File: config.mk
export PLATFORM = sky130hd
export DESIGN_NAME = kwu_top
export DESIGN_NICKNAME = d
export VERILOG_FILES = /design/src/logic/kwu_pkg.sv /design/src/logic/kwu_top.sv
export SDC_FILE = /design/constraint.sdc
export NUM_CORES = 1
export LEC_CHECK = 0
export ABC_AREA = 1
export BUFFER_PORTS_ARGS = -buffer_cell sky130_fd_sc_hd__buf_2
export CORE_ASPECT_RATIO = 0.5
export CORE_MARGIN = 5
export CORE_UTILIZATION = 50
export DETAILED_ROUTE_END_ITERATION = 6
export GPL_ROUTABILITY_DRIVEN = 0
export PLACE_DENSITY_LB_ADDON = 0.25
export SLEW_MARGIN = 10
export SYNTH_ARGS = -nofsm -noshare
export SYNTH_HDL_FRONTEND = slang
export SYNTH_SLANG_ARGS = --single-unit
File: constraint.sdc
create_clock -name clk_i -period 2.1 [get_ports clk_i]
set_clock_uncertainty 0.15 [all_clocks]
set_input_delay 0.105 -clock clk_i [delete_from_list [all_inputs] [get_ports clk_i]]
set_output_delay 0.105 -clock clk_i [all_outputs]
set_load 0.02 [all_outputs]
File: src/logic/kwu_pkg.sv
package kwu_pkg;

  // ****************************************
  // Bus geometry
  // ****************************************
  localparam int KWU_DW = 32;
  localparam int KWU_AW = 8;

  // ****************************************
  // Register offsets (byte addresses)
  // ****************************************
  localparam logic [KWU_AW-1:0] OFS_U1_CTRL = 8'h00;
  localparam logic [KWU_AW-1:0] OFS_U1_ASSIGN = 8'h04;
  localparam logic [KWU_AW-1:0] OFS_U2_CTRL = 8'h08;
  localparam logic [KWU_AW-1:0] OFS_U2_ASSIGN = 8'h0C;
  localparam logic [KWU_AW-1:0] OFS_U1_PULLUP = 8'h10;
  localparam logic [KWU_AW-1:0] OFS_U2_PULLUP = 8'h14;
  localparam logic [KWU_AW-1:0] OFS_STATUS = 8'h18;
  localparam logic [KWU_AW-1:0] OFS_MASK = 8'h1C;

  // ****************************************
  // Control register fields
  // ****************************************
  localparam int CTRL_MODE_BIT = 0;
  localparam int CTRL_IE_BIT = 1;
  localparam int CTRL_ACK_BIT = 2;
  localparam int CTRL_FLAG_BIT = 3;
  localparam int CTRL_POL_LSB = 4;
  localparam int CTRL_POL_MSB = 7;

  // ****************************************
  // Unit sizes and event bits
  // ****************************************
  localparam int U1_PINS = 8;
  localparam int U2_PINS = 4;
  localparam int LOWER_PINS = 4;
  localparam int EV_BITS = 2;
  localparam int EV_U1 = 0;
  localparam int EV_U2 = 1;

  typedef enum logic [2:0] {
    KWU_PWR_RUN,
    KWU_PWR_WAIT,
    KWU_PWR_STANDBY,
    KWU_PWR_PARTIAL,
    KWU_PWR_FULL
  } kwu_pwr_type;

endpackage

File: src/logic/kwu_top.sv
// ****************************************
// One keypad detection unit
// ****************************************
module kwu_unit #(
  parameter int PINS = 8,
  parameter int LOWER = 4
) (
  input logic clk_i,
  input logic rst_i,
  input logic [PINS-1:0] pin_i,
  input logic [PINS-1:0] assign_i,
  input logic [PINS-1:0] polarity_i,
  input logic edge_level_i,
  input logic ack_i,
  output logic event_o,
  output logic flag_o,
  output logic [PINS-1:0] asserted_o,
  output logic [PINS-1:0] low_o
);
  import kwu_pkg::*;

  typedef struct packed {
    logic [PINS-1:0] sync1;
    logic [PINS-1:0] sync2;
    logic [PINS-1:0] prev;
    logic flag;
    logic event_p;
  } kwu_unit_state_type;

  kwu_unit_state_type q;
  kwu_unit_state_type d;
  logic [PINS-1:0] pol_eff;
  logic [PINS-1:0] level;
  logic [PINS-1:0] edges;

  always_comb begin
    pol_eff = '0;
    for (int i = 0; i < PINS; i++) begin
      if (i >= LOWER) begin
        pol_eff[i] = polarity_i[i];
      end
    end
    d = q;
    // Only sync2 and prev are looked at; sync1 may be metastable
    d.sync1 = pin_i;
    d.sync2 = q.sync1;
    d.prev = q.sync2;
    level = assign_i & (q.sync2 ~^ pol_eff);
    edges = assign_i & ((pol_eff & q.sync2 & ~q.prev)
          | (~pol_eff & ~q.sync2 & q.prev));
    d.event_p = |edges;
    if ((|edges) || (edge_level_i && (|level))) begin
      d.flag = 1'b1;
    end else if (ack_i) begin
      d.flag = 1'b0;
    end
  end

  always_ff @(posedge clk_i) begin
    if (rst_i) begin
      // Idle-high start avoids a false edge out of reset
      q <= '{sync1: '1, sync2: '1, prev: '1, default: '0};
    end else begin
      q <= d;
    end
  end

  assign event_o = q.event_p;
  assign flag_o = q.flag;
  // Raw pins: in stop the clock is gone, so levels are asynchronous
  assign asserted_o = assign_i & (pin_i ~^ pol_eff);
  assign low_o = assign_i & ~pin_i;
endmodule

// ****************************************
// Two units behind a Wishbone slave
// ****************************************
module kwu_top (
  input logic clk_i,
  input logic rst_i,
  input logic wb_cyc_i,
  input logic wb_stb_i,
  input logic wb_we_i,
  input logic [kwu_pkg::KWU_AW-1:0] wb_adr_i,
  input logic [3:0] wb_sel_i,
  input logic [kwu_pkg::KWU_DW-1:0] wb_dat_i,
  output logic [kwu_pkg::KWU_DW-1:0] wb_dat_o,
  output logic wb_ack_o,
  input logic [kwu_pkg::U1_PINS-1:0] porta_pin_i,
  input logic [kwu_pkg::U1_PINS-1:0] porta_dir_i,
  output logic [kwu_pkg::U1_PINS-1:0] porta_oe_o,
  output logic [kwu_pkg::U1_PINS-1:0] porta_pullup_o,
  output logic [kwu_pkg::U1_PINS-1:0] porta_pulldown_o,
  input logic [kwu_pkg::U2_PINS-1:0] portc_pin_i,
  input logic [kwu_pkg::U2_PINS-1:0] portc_dir_i,
  output logic [kwu_pkg::U2_PINS-1:0] portc_oe_o,
  output logic [kwu_pkg::U2_PINS-1:0] portc_pullup_o,
  input kwu_pkg::kwu_pwr_type power_mode_i,
  output logic wake_o,
  output logic unit1_irq_o,
  output logic unit2_irq_o,
  output logic irq_o
);
  import kwu_pkg::*;

  localparam int UPPER = U1_PINS - LOWER_PINS;

  typedef struct packed {
    logic [U1_PINS-1:0] pe1;
    logic [UPPER-1:0] pol1;
    logic ie1;
    logic mode1;
    logic [U2_PINS-1:0] pe2;
    logic ie2;
    logic mode2;
    logic [U1_PINS-1:0] pu1;
    logic [U2_PINS-1:0] pu2;
    logic [EV_BITS-1:0] status;
    logic [EV_BITS-1:0] mask;
    logic ack;
    logic [KWU_DW-1:0] rdata;
  } kwu_top_state_type;

  kwu_top_state_type q;
  kwu_top_state_type d;

  logic req;
  logic wr;
  logic rd;
  logic ack1;
  logic ack2;
  logic ev1;
  logic ev2;
  logic flag1;
  logic flag2;
  logic [U1_PINS-1:0] pol1_full;
  logic [U1_PINS-1:0] asrt1;
  logic [U1_PINS-1:0] low1;
  logic [U2_PINS-1:0] asrt2;

  // ****************************************
  // Bus decode
  // ****************************************
  // Effects land on the edge where ack is seen high
  assign req = wb_cyc_i & wb_stb_i;
  assign wr = req & q.ack & wb_we_i & wb_sel_i[0];
  assign rd = req & q.ack & ~wb_we_i;
  assign ack1 = wr & (wb_adr_i == OFS_U1_CTRL)
              & wb_dat_i[CTRL_ACK_BIT];
  assign ack2 = wr & (wb_adr_i == OFS_U2_CTRL)
              & wb_dat_i[CTRL_ACK_BIT];
  assign pol1_full = {q.pol1, {LOWER_PINS{1'b0}}};

  // ****************************************
  // Units
  // ****************************************
  kwu_unit #(.PINS(U1_PINS), .LOWER(LOWER_PINS)) u_unit1 (
    .clk_i(clk_i),
    .rst_i(rst_i),
    .pin_i(porta_pin_i),
    .assign_i(q.pe1),
    .polarity_i(pol1_full),
    .edge_level_i(q.mode1),
    .ack_i(ack1),
    .event_o(ev1),
    .flag_o(flag1),
    .asserted_o(asrt1),
    .low_o(low1)
  );

  kwu_unit #(.PINS(U2_PINS), .LOWER(LOWER_PINS)) u_unit2 (
    .clk_i(clk_i),
    .rst_i(rst_i),
    .pin_i(portc_pin_i),
    .assign_i(q.pe2),
    .polarity_i('0),
    .edge_level_i(q.mode2),
    .ack_i(ack2),
    .event_o(ev2),
    .flag_o(flag2),
    .asserted_o(asrt2),
    .low_o()
  );

  // ****************************************
  // Register file
  // ****************************************
  always_comb begin
    d = q;
    d.ack = req & ~q.ack;
    if (req && !q.ack) begin
      d.rdata = '0;
      case (wb_adr_i)
        OFS_U1_CTRL: begin
          d.rdata[CTRL_POL_MSB:CTRL_POL_LSB] = q.pol1;
          d.rdata[CTRL_FLAG_BIT] = flag1;
          d.rdata[CTRL_IE_BIT] = q.ie1;
          d.rdata[CTRL_MODE_BIT] = q.mode1;
        end
        OFS_U2_CTRL: begin
          d.rdata[CTRL_FLAG_BIT] = flag2;
          d.rdata[CTRL_IE_BIT] = q.ie2;
          d.rdata[CTRL_MODE_BIT] = q.mode2;
        end
        OFS_U1_ASSIGN: d.rdata[U1_PINS-1:0] = q.pe1;
        OFS_U2_ASSIGN: d.rdata[U2_PINS-1:0] = q.pe2;
        OFS_U1_PULLUP: d.rdata[U1_PINS-1:0] = q.pu1;
        OFS_U2_PULLUP: d.rdata[U2_PINS-1:0] = q.pu2;
        OFS_STATUS: d.rdata[EV_BITS-1:0] = q.status;
        OFS_MASK: d.rdata[EV_BITS-1:0] = q.mask;
        default: d.rdata = '0;
      endcase
    end
    if (wr) begin
      case (wb_adr_i)
        OFS_U1_CTRL: begin
          d.pol1 = wb_dat_i[CTRL_POL_MSB:CTRL_POL_LSB];
          d.ie1 = wb_dat_i[CTRL_IE_BIT];
          d.mode1 = wb_dat_i[CTRL_MODE_BIT];
        end
        OFS_U2_CTRL: begin
          d.ie2 = wb_dat_i[CTRL_IE_BIT];
          d.mode2 = wb_dat_i[CTRL_MODE_BIT];
        end
        OFS_U1_ASSIGN: d.pe1 = wb_dat_i[U1_PINS-1:0];
        OFS_U2_ASSIGN: d.pe2 = wb_dat_i[U2_PINS-1:0];
        OFS_U1_PULLUP: d.pu1 = wb_dat_i[U1_PINS-1:0];
        OFS_U2_PULLUP: d.pu2 = wb_dat_i[U2_PINS-1:0];
        OFS_MASK: d.mask = wb_dat_i[EV_BITS-1:0];
        default: d.mask = q.mask;
      endcase
    end
    // Set beats the read-clear in the same cycle
    // Clear only the bits returned, so a late event is not lost
    if (rd && (wb_adr_i == OFS_STATUS)) begin
      d.status = q.status & ~q.rdata[EV_BITS-1:0];
    end
    d.status[EV_U1] = d.status[EV_U1] | ev1;
    d.status[EV_U2] = d.status[EV_U2] | ev2;
  end

  always_ff @(posedge clk_i) begin
    if (rst_i) begin
      q <= '0;
    end else begin
      q <= d;
    end
  end

  // ****************************************
  // Pads
  // ****************************************
  assign porta_oe_o = porta_dir_i & ~q.pe1;
  assign portc_oe_o = portc_dir_i & ~q.pe2;
  assign porta_pulldown_o = q.pe1 & pol1_full;
  assign porta_pullup_o = q.pu1 & ~porta_oe_o & ~porta_pulldown_o;
  assign portc_pullup_o = q.pu2 & ~portc_oe_o;

  // ****************************************
  // Interrupts and wake
  // ****************************************
  assign unit1_irq_o = flag1 & q.ie1;
  assign unit2_irq_o = flag2 & q.ie2;
  assign irq_o = |(q.status & q.mask);
  assign wb_dat_o = q.rdata;
  assign wb_ack_o = q.ack;

  // Wake is combinational on purpose: no clock runs in stop
  always_comb begin
    unique case (power_mode_i)
      KWU_PWR_RUN: wake_o = 1'b0;
      KWU_PWR_WAIT: wake_o = flag1 | flag2;
      KWU_PWR_STANDBY: wake_o = (|asrt1) | (|asrt2);
      KWU_PWR_PARTIAL: wake_o = |low1;
      KWU_PWR_FULL: wake_o = |low1;
      default: wake_o = 1'b0;
    endcase
  end
endmodule

==> insert_results.sql <==
INSERT INTO impl_metrics (metric_group, metric, value, unit) VALUES
('synth', 'synth.area.top_cells', 'sky130_fd_sc_hd__dfxtp_1, sky130_fd_sc_hd__inv_1, sky130_fd_sc_hd__nand2_1, sky130_fd_sc_hd__buf_4, sky130_fd_sc_hd__o21ai_0', ''),
('setup_path', 'worstPathArrival', '1.60', 'ns'),
('die', 'ios', '145', ''),
('setup_path', 'worst_r2r_startpoint', 'wb_ack_o$_SDFF_PP0_', ''),
('global_route', 'grt_start_max_net_pins', '30', ''),
('timing', 'maxClockFrequency', '540', 'MHz'),
('clocking', 'clk_path_buf_depth', '2', ''),
('power_and_ir_drop', 'p_per_area', '745', 'mW/mm2'),
('placement', 'numPortBuffers', '89', ''),
('synth', 'yosys.area_share.simple', '25.2', '%'),
('power_and_ir_drop', 'p_total', '0.00380', 'W'),
('synth', 'ys_ff_latch', '85', ''),
('clocking', 'cts_num_sinks', '85', ''),
('timing', 'finalHoldViolations', '0', ''),
('clocking', 'clock_tree.root_cell', 'sky130_fd_sc_hd__clkbuf_16', ''),
('global_route', 'grt_first_pass_wirelength', '16900', 'um'),
('timing', 'rsz_0062_raised_after_global_routing', 'false', ''),
('die', 'fp.dieArea', '0.0104', 'mm2'),
('drt', 'first_iter_violations', '364', ''),
('clocking', 'tritoncts.num_buffers', '9', ''),
('setup_path', 'critPathRequiredTime', '1.85', 'ns'),
('setup_path', 'worstRegToRegCells', '6', ''),
('die', 'area_of_the_core_region', '0.00806', 'mm2'),
('placement', 'dpl.hpwl', '7750', 'um'),
('synth', 'synth.yosys.warnings', '0', ''),
('synth', 'netlist_area', '0.00416', 'mm2'),
('synth', 'synth-compound-area-share', '14.5', '%'),
('clocking', 'cts_tree', 'done', ''),
('min_path', 'worstHoldPathType', 'input pin to flip-flop', ''),
('power_and_ir_drop', 'static-leakage-power', '2.48', 'nW'),
('synth', 'synthDistinctLibCells', '31', ''),
('global_route', 'grt_overflow_total', '0', ''),
('setup_path', 'critPathKind', 'flip-flop to primary output', ''),
('synth', 'synth.top_cell.area_share', '40.9', '%'),
('synth', 'syn_inst', '572', ''),
('drt', 'wl_per_cell', '13.3', 'um'),
('synth', 'synth_xor_area_share', '0', '%'),
('synth', 'synth.avg_cell_area', '7.28', 'um2'),
('min_path', 'holdPathStages', '5', ''),
('timing', 'min_period_over_period', '88.2', '%'),
('clocking', 'clkSlewWorstSetupHoldPaths', '0.06', 'ns'),
('clocking', 'clock_tree.htree_level_count', '3', ''),
('timing', 'fin_max_slew_vios', '0', ''),
('global_route', 'antenna_violations_before_repair', '0', ''),
('die', 'start_util', '51.7', '%'),
('run_status', 'run_status', 'completed', ''),
('drt', 'total_iterations_of_the_first_detailed_routing_run', '5', ''),
('die', 'core.rowCount', '23', ''),
('power_and_ir_drop', 'worst_ir_drop_vdd', '0.000416', 'V'),
('final_layout', 'fin_nets', '760', ''),
('synth', 'synth_adder_area_share', '2.40', '%'),
('final_layout', 'area_growth', '22.5', '%'),
('final_layout', 'n_antenna_cell', '0', ''),
('drt', 'route.detailed.vias_per_inst', '4.84', ''),
('drt', 'ant_nets', '0', ''),
('final_layout', 'fill_cells', '748', ''),
('min_path', 'worstHoldStart', 'wb_we_i', ''),
('synth', 'netlist.top_cell.by_area', 'sky130_fd_sc_hd__dfxtp_1', ''),
('min_path', 'min_delay_worst_endpoint', 'q[35]$_SDFF_PP0_', ''),
('timing', 'final-setup-viol-count', '0', ''),
('clocking', 'cts_setup_buffers', '0', ''),
('synth', 'synthMuxAreaShare', '0', '%'),
('synth', 'synth_top_family_by_area', 'simple AND/OR/NAND/NOR gates', ''),
('job', 'timing.max_cap.violations', '0', ''),
('die', 'die_height', '74.5', 'um'),
('drt', 'routed_via_count', '3835', ''),
('global_route', 'grt_pass1_vias', '3493', ''),
('synth', 'synth_seq_area_share', '40.9', '%'),
('drt', 'wl', '10600', 'um'),
('setup_path', 'timing.critical_path.from_type', 'flip-flop', ''),
('setup_path', 'crit-reg2reg-capture', 'q[49]$_SDFFE_PP0N_', ''),
('global_route', 'groute.usage.overall', '20.9', '%'),
('clocking', 'clock_insertion_delay_worst_skew', '0.34', 'ns'),
('timing', 'final_period_minus_worst_setup_slack', '1.85', 'ns'),
('die', 'die_width', '139', 'um'),
('timing', 'setup_total_negative_slack', '0', 'ns'),
('setup_path', 'r2r_slack', '0.32', 'ns'),
('timing', 'fin_worst_hold_slack', '0.0155', 'ns'),
('final_layout', 'post_route_cells_drive_above_1_share', '22.6', '%'),
('drt', 'drc', '0', ''),
('setup_path', 'end_kind', 'primary output', ''),
('setup_path', 'crit_path_max_fanout', '5', '');
-- routing by layer --
metal | vias up | GRT usage (%) | share of wire (%)
met5 | - | 0 | 0
met4 | 0 | 7.05 | 1.5
met3 | 18 | 5.01 | 7.3
met2 | 134 | 35.4 | 45
met1 | 1735 | 26.9 | 46
li1 | 1948 | - | -
-- area by class of cell --
class	count	area [um2]	area share, %
multi-input combinational	371	1860	36.4
clock buffer	10	239	4.69
timing repair buffer	116	703	13.8
sequential	85	1700	33.4
inverter	93	349	6.84
tap	112	140	2.75
clock inverter	6	110	2.16
-- power breakdown --
part | switching, W | total [W] | internal (W)
Sequential | 0.00000977 | 0.00165 | 0.00164
Clock | 0.000645 | 0.00184 | 0.00119
Combinational | 0.000195 | 0.000308 | 0.000113
Total | 0.000850 | 0.00380 | 0.00295
-- sequential cells by signal, summed over array words and instances (netlist names) --
| name | count |
|---|---|
| q | 32 |
| u_unit1.d | 16 |
| u_unit1.q | 8 |
| u_unit2.d | 8 |
| wb_dat_o | 8 |
| pol1_full | 4 |
| u_unit2.q | 4 |
| u_unit1.event_o | 1 |
| u_unit1.flag_o | 1 |
| u_unit2.event_o | 1 |
| u_unit2.flag_o | 1 |
| wb_ack_o | 1 |
-- per-stage QoR --
stage          util, %  cell area, um2  cells  setup WS, ns
2_1_floorplan        -            4260    599         0.570
3_3_place_gp      56.2            4530    755         0.493
3_5_place_dp      56.2            4530    755         0.465
4_1_cts           63.3            5100    793         0.259
5_1_grt           63.3            5100    793         0.155
6_report          63.3            5100    793         0.248
-- cell usage in the layout, fill, tap and decap left out, types with 2 or more instances in the layout --
cell type                       Yosys  routed
sky130_fd_sc_hd__conb_1             1      28
sky130_fd_sc_hd__nor2_2             4       4
sky130_fd_sc_hd__o22ai_1            7       7
sky130_fd_sc_hd__bufinv_16          0       3
sky130_fd_sc_hd__dlygate4sd3_1      0      22
sky130_fd_sc_hd__dfxtp_1           85      85
sky130_fd_sc_hd__o2111ai_1          2       2
sky130_fd_sc_hd__nand2_2            6       6
sky130_fd_sc_hd__o21ai_0           49      49
sky130_fd_sc_hd__nand3_2            2       2
sky130_fd_sc_hd__inv_1             92      92
sky130_fd_sc_hd__nand4_1            3       3
sky130_fd_sc_hd__o21ai_1            9       9
sky130_fd_sc_hd__nor2_4             4       4
sky130_fd_sc_hd__ha_1               8       8
sky130_fd_sc_hd__nand2_1           84      84
sky130_fd_sc_hd__nor3_1             9       9
sky130_fd_sc_hd__buf_2              0      89
sky130_fd_sc_hd__clkinvlp_4         0       2
sky130_fd_sc_hd__nor3_2             2       2
sky130_fd_sc_hd__nand3_1           26      26
sky130_fd_sc_hd__nor2_1            53      53
sky130_fd_sc_hd__or2_2             22      22
sky130_fd_sc_hd__buf_4             36       5
sky130_fd_sc_hd__clkbuf_16          0       9
sky130_fd_sc_hd__a21oi_1           47      47
-- cell families (layout without fill, tap and decap cells) --
kind of cell               after synthesis  after routing
AOI/OAI and AO/OA                      116            116
adders and majority gates                8              8
buffers and inverters                  143            225
DFF                                     85             85
other                                    1             28
and+or+nand+nor                        219            219
-- worst max-delay path by stage --
stage,slack (ns),startpoint,to
3_3_place_gp,0.49,pol1_full[5]$_SDFFE_PP0N_,u_unit1.flag_o$_SDFFE_PP0P_
5_1_grt,0.16,porta_pin_i[6],wake_o
4_1_cts,0.26,q[67]$_SDFFE_PP0P_,wake_o
3_5_place_dp,0.47,pol1_full[5]$_SDFFE_PP0N_,u_unit1.flag_o$_SDFFE_PP0P_
6_report,0.25,q[52]$_SDFFE_PP0P_,wake_o
2_1_floorplan,0.57,pol1_full[5]$_SDFFE_PP0N_,u_unit1.flag_o$_SDFFE_PP0P_
-- worst max-delay path, stage by stage (launching register included) --
cell and delay, ns:
sky130_fd_sc_hd__dfxtp_1 0.43, sky130_fd_sc_hd__inv_1 0.10, sky130_fd_sc_hd__o22ai_1 0.29, sky130_fd_sc_hd__nor3_1 0.09, sky130_fd_sc_hd__nand4_1 0.09, sky130_fd_sc_hd__nand2_1 0.05
sky130_fd_sc_hd__nand2_1 0.05, sky130_fd_sc_hd__buf_2 0.15
-- synthesized netlist by cell type (all sizes together) --
library cell,n
inv,93
nand2,91
dfxtp,85
nor2,62
o21ai,58
a21oi,47
buf,40
nand3,29
or2,22
nor3,11
clkbuf,10
ha,8
o22ai,7
nand4,3
o2111ai,2
a22o,1
a22oi,1
and3,1
conb,1
-- what timing repair did --
item / in CTS / in global routing
endpoints found under the hold margin: 43 / 0
hold buffers: 22 / 0
gates resized for setup: 0 / 0
Note: power is estimated with default switching activity, not from simulation.
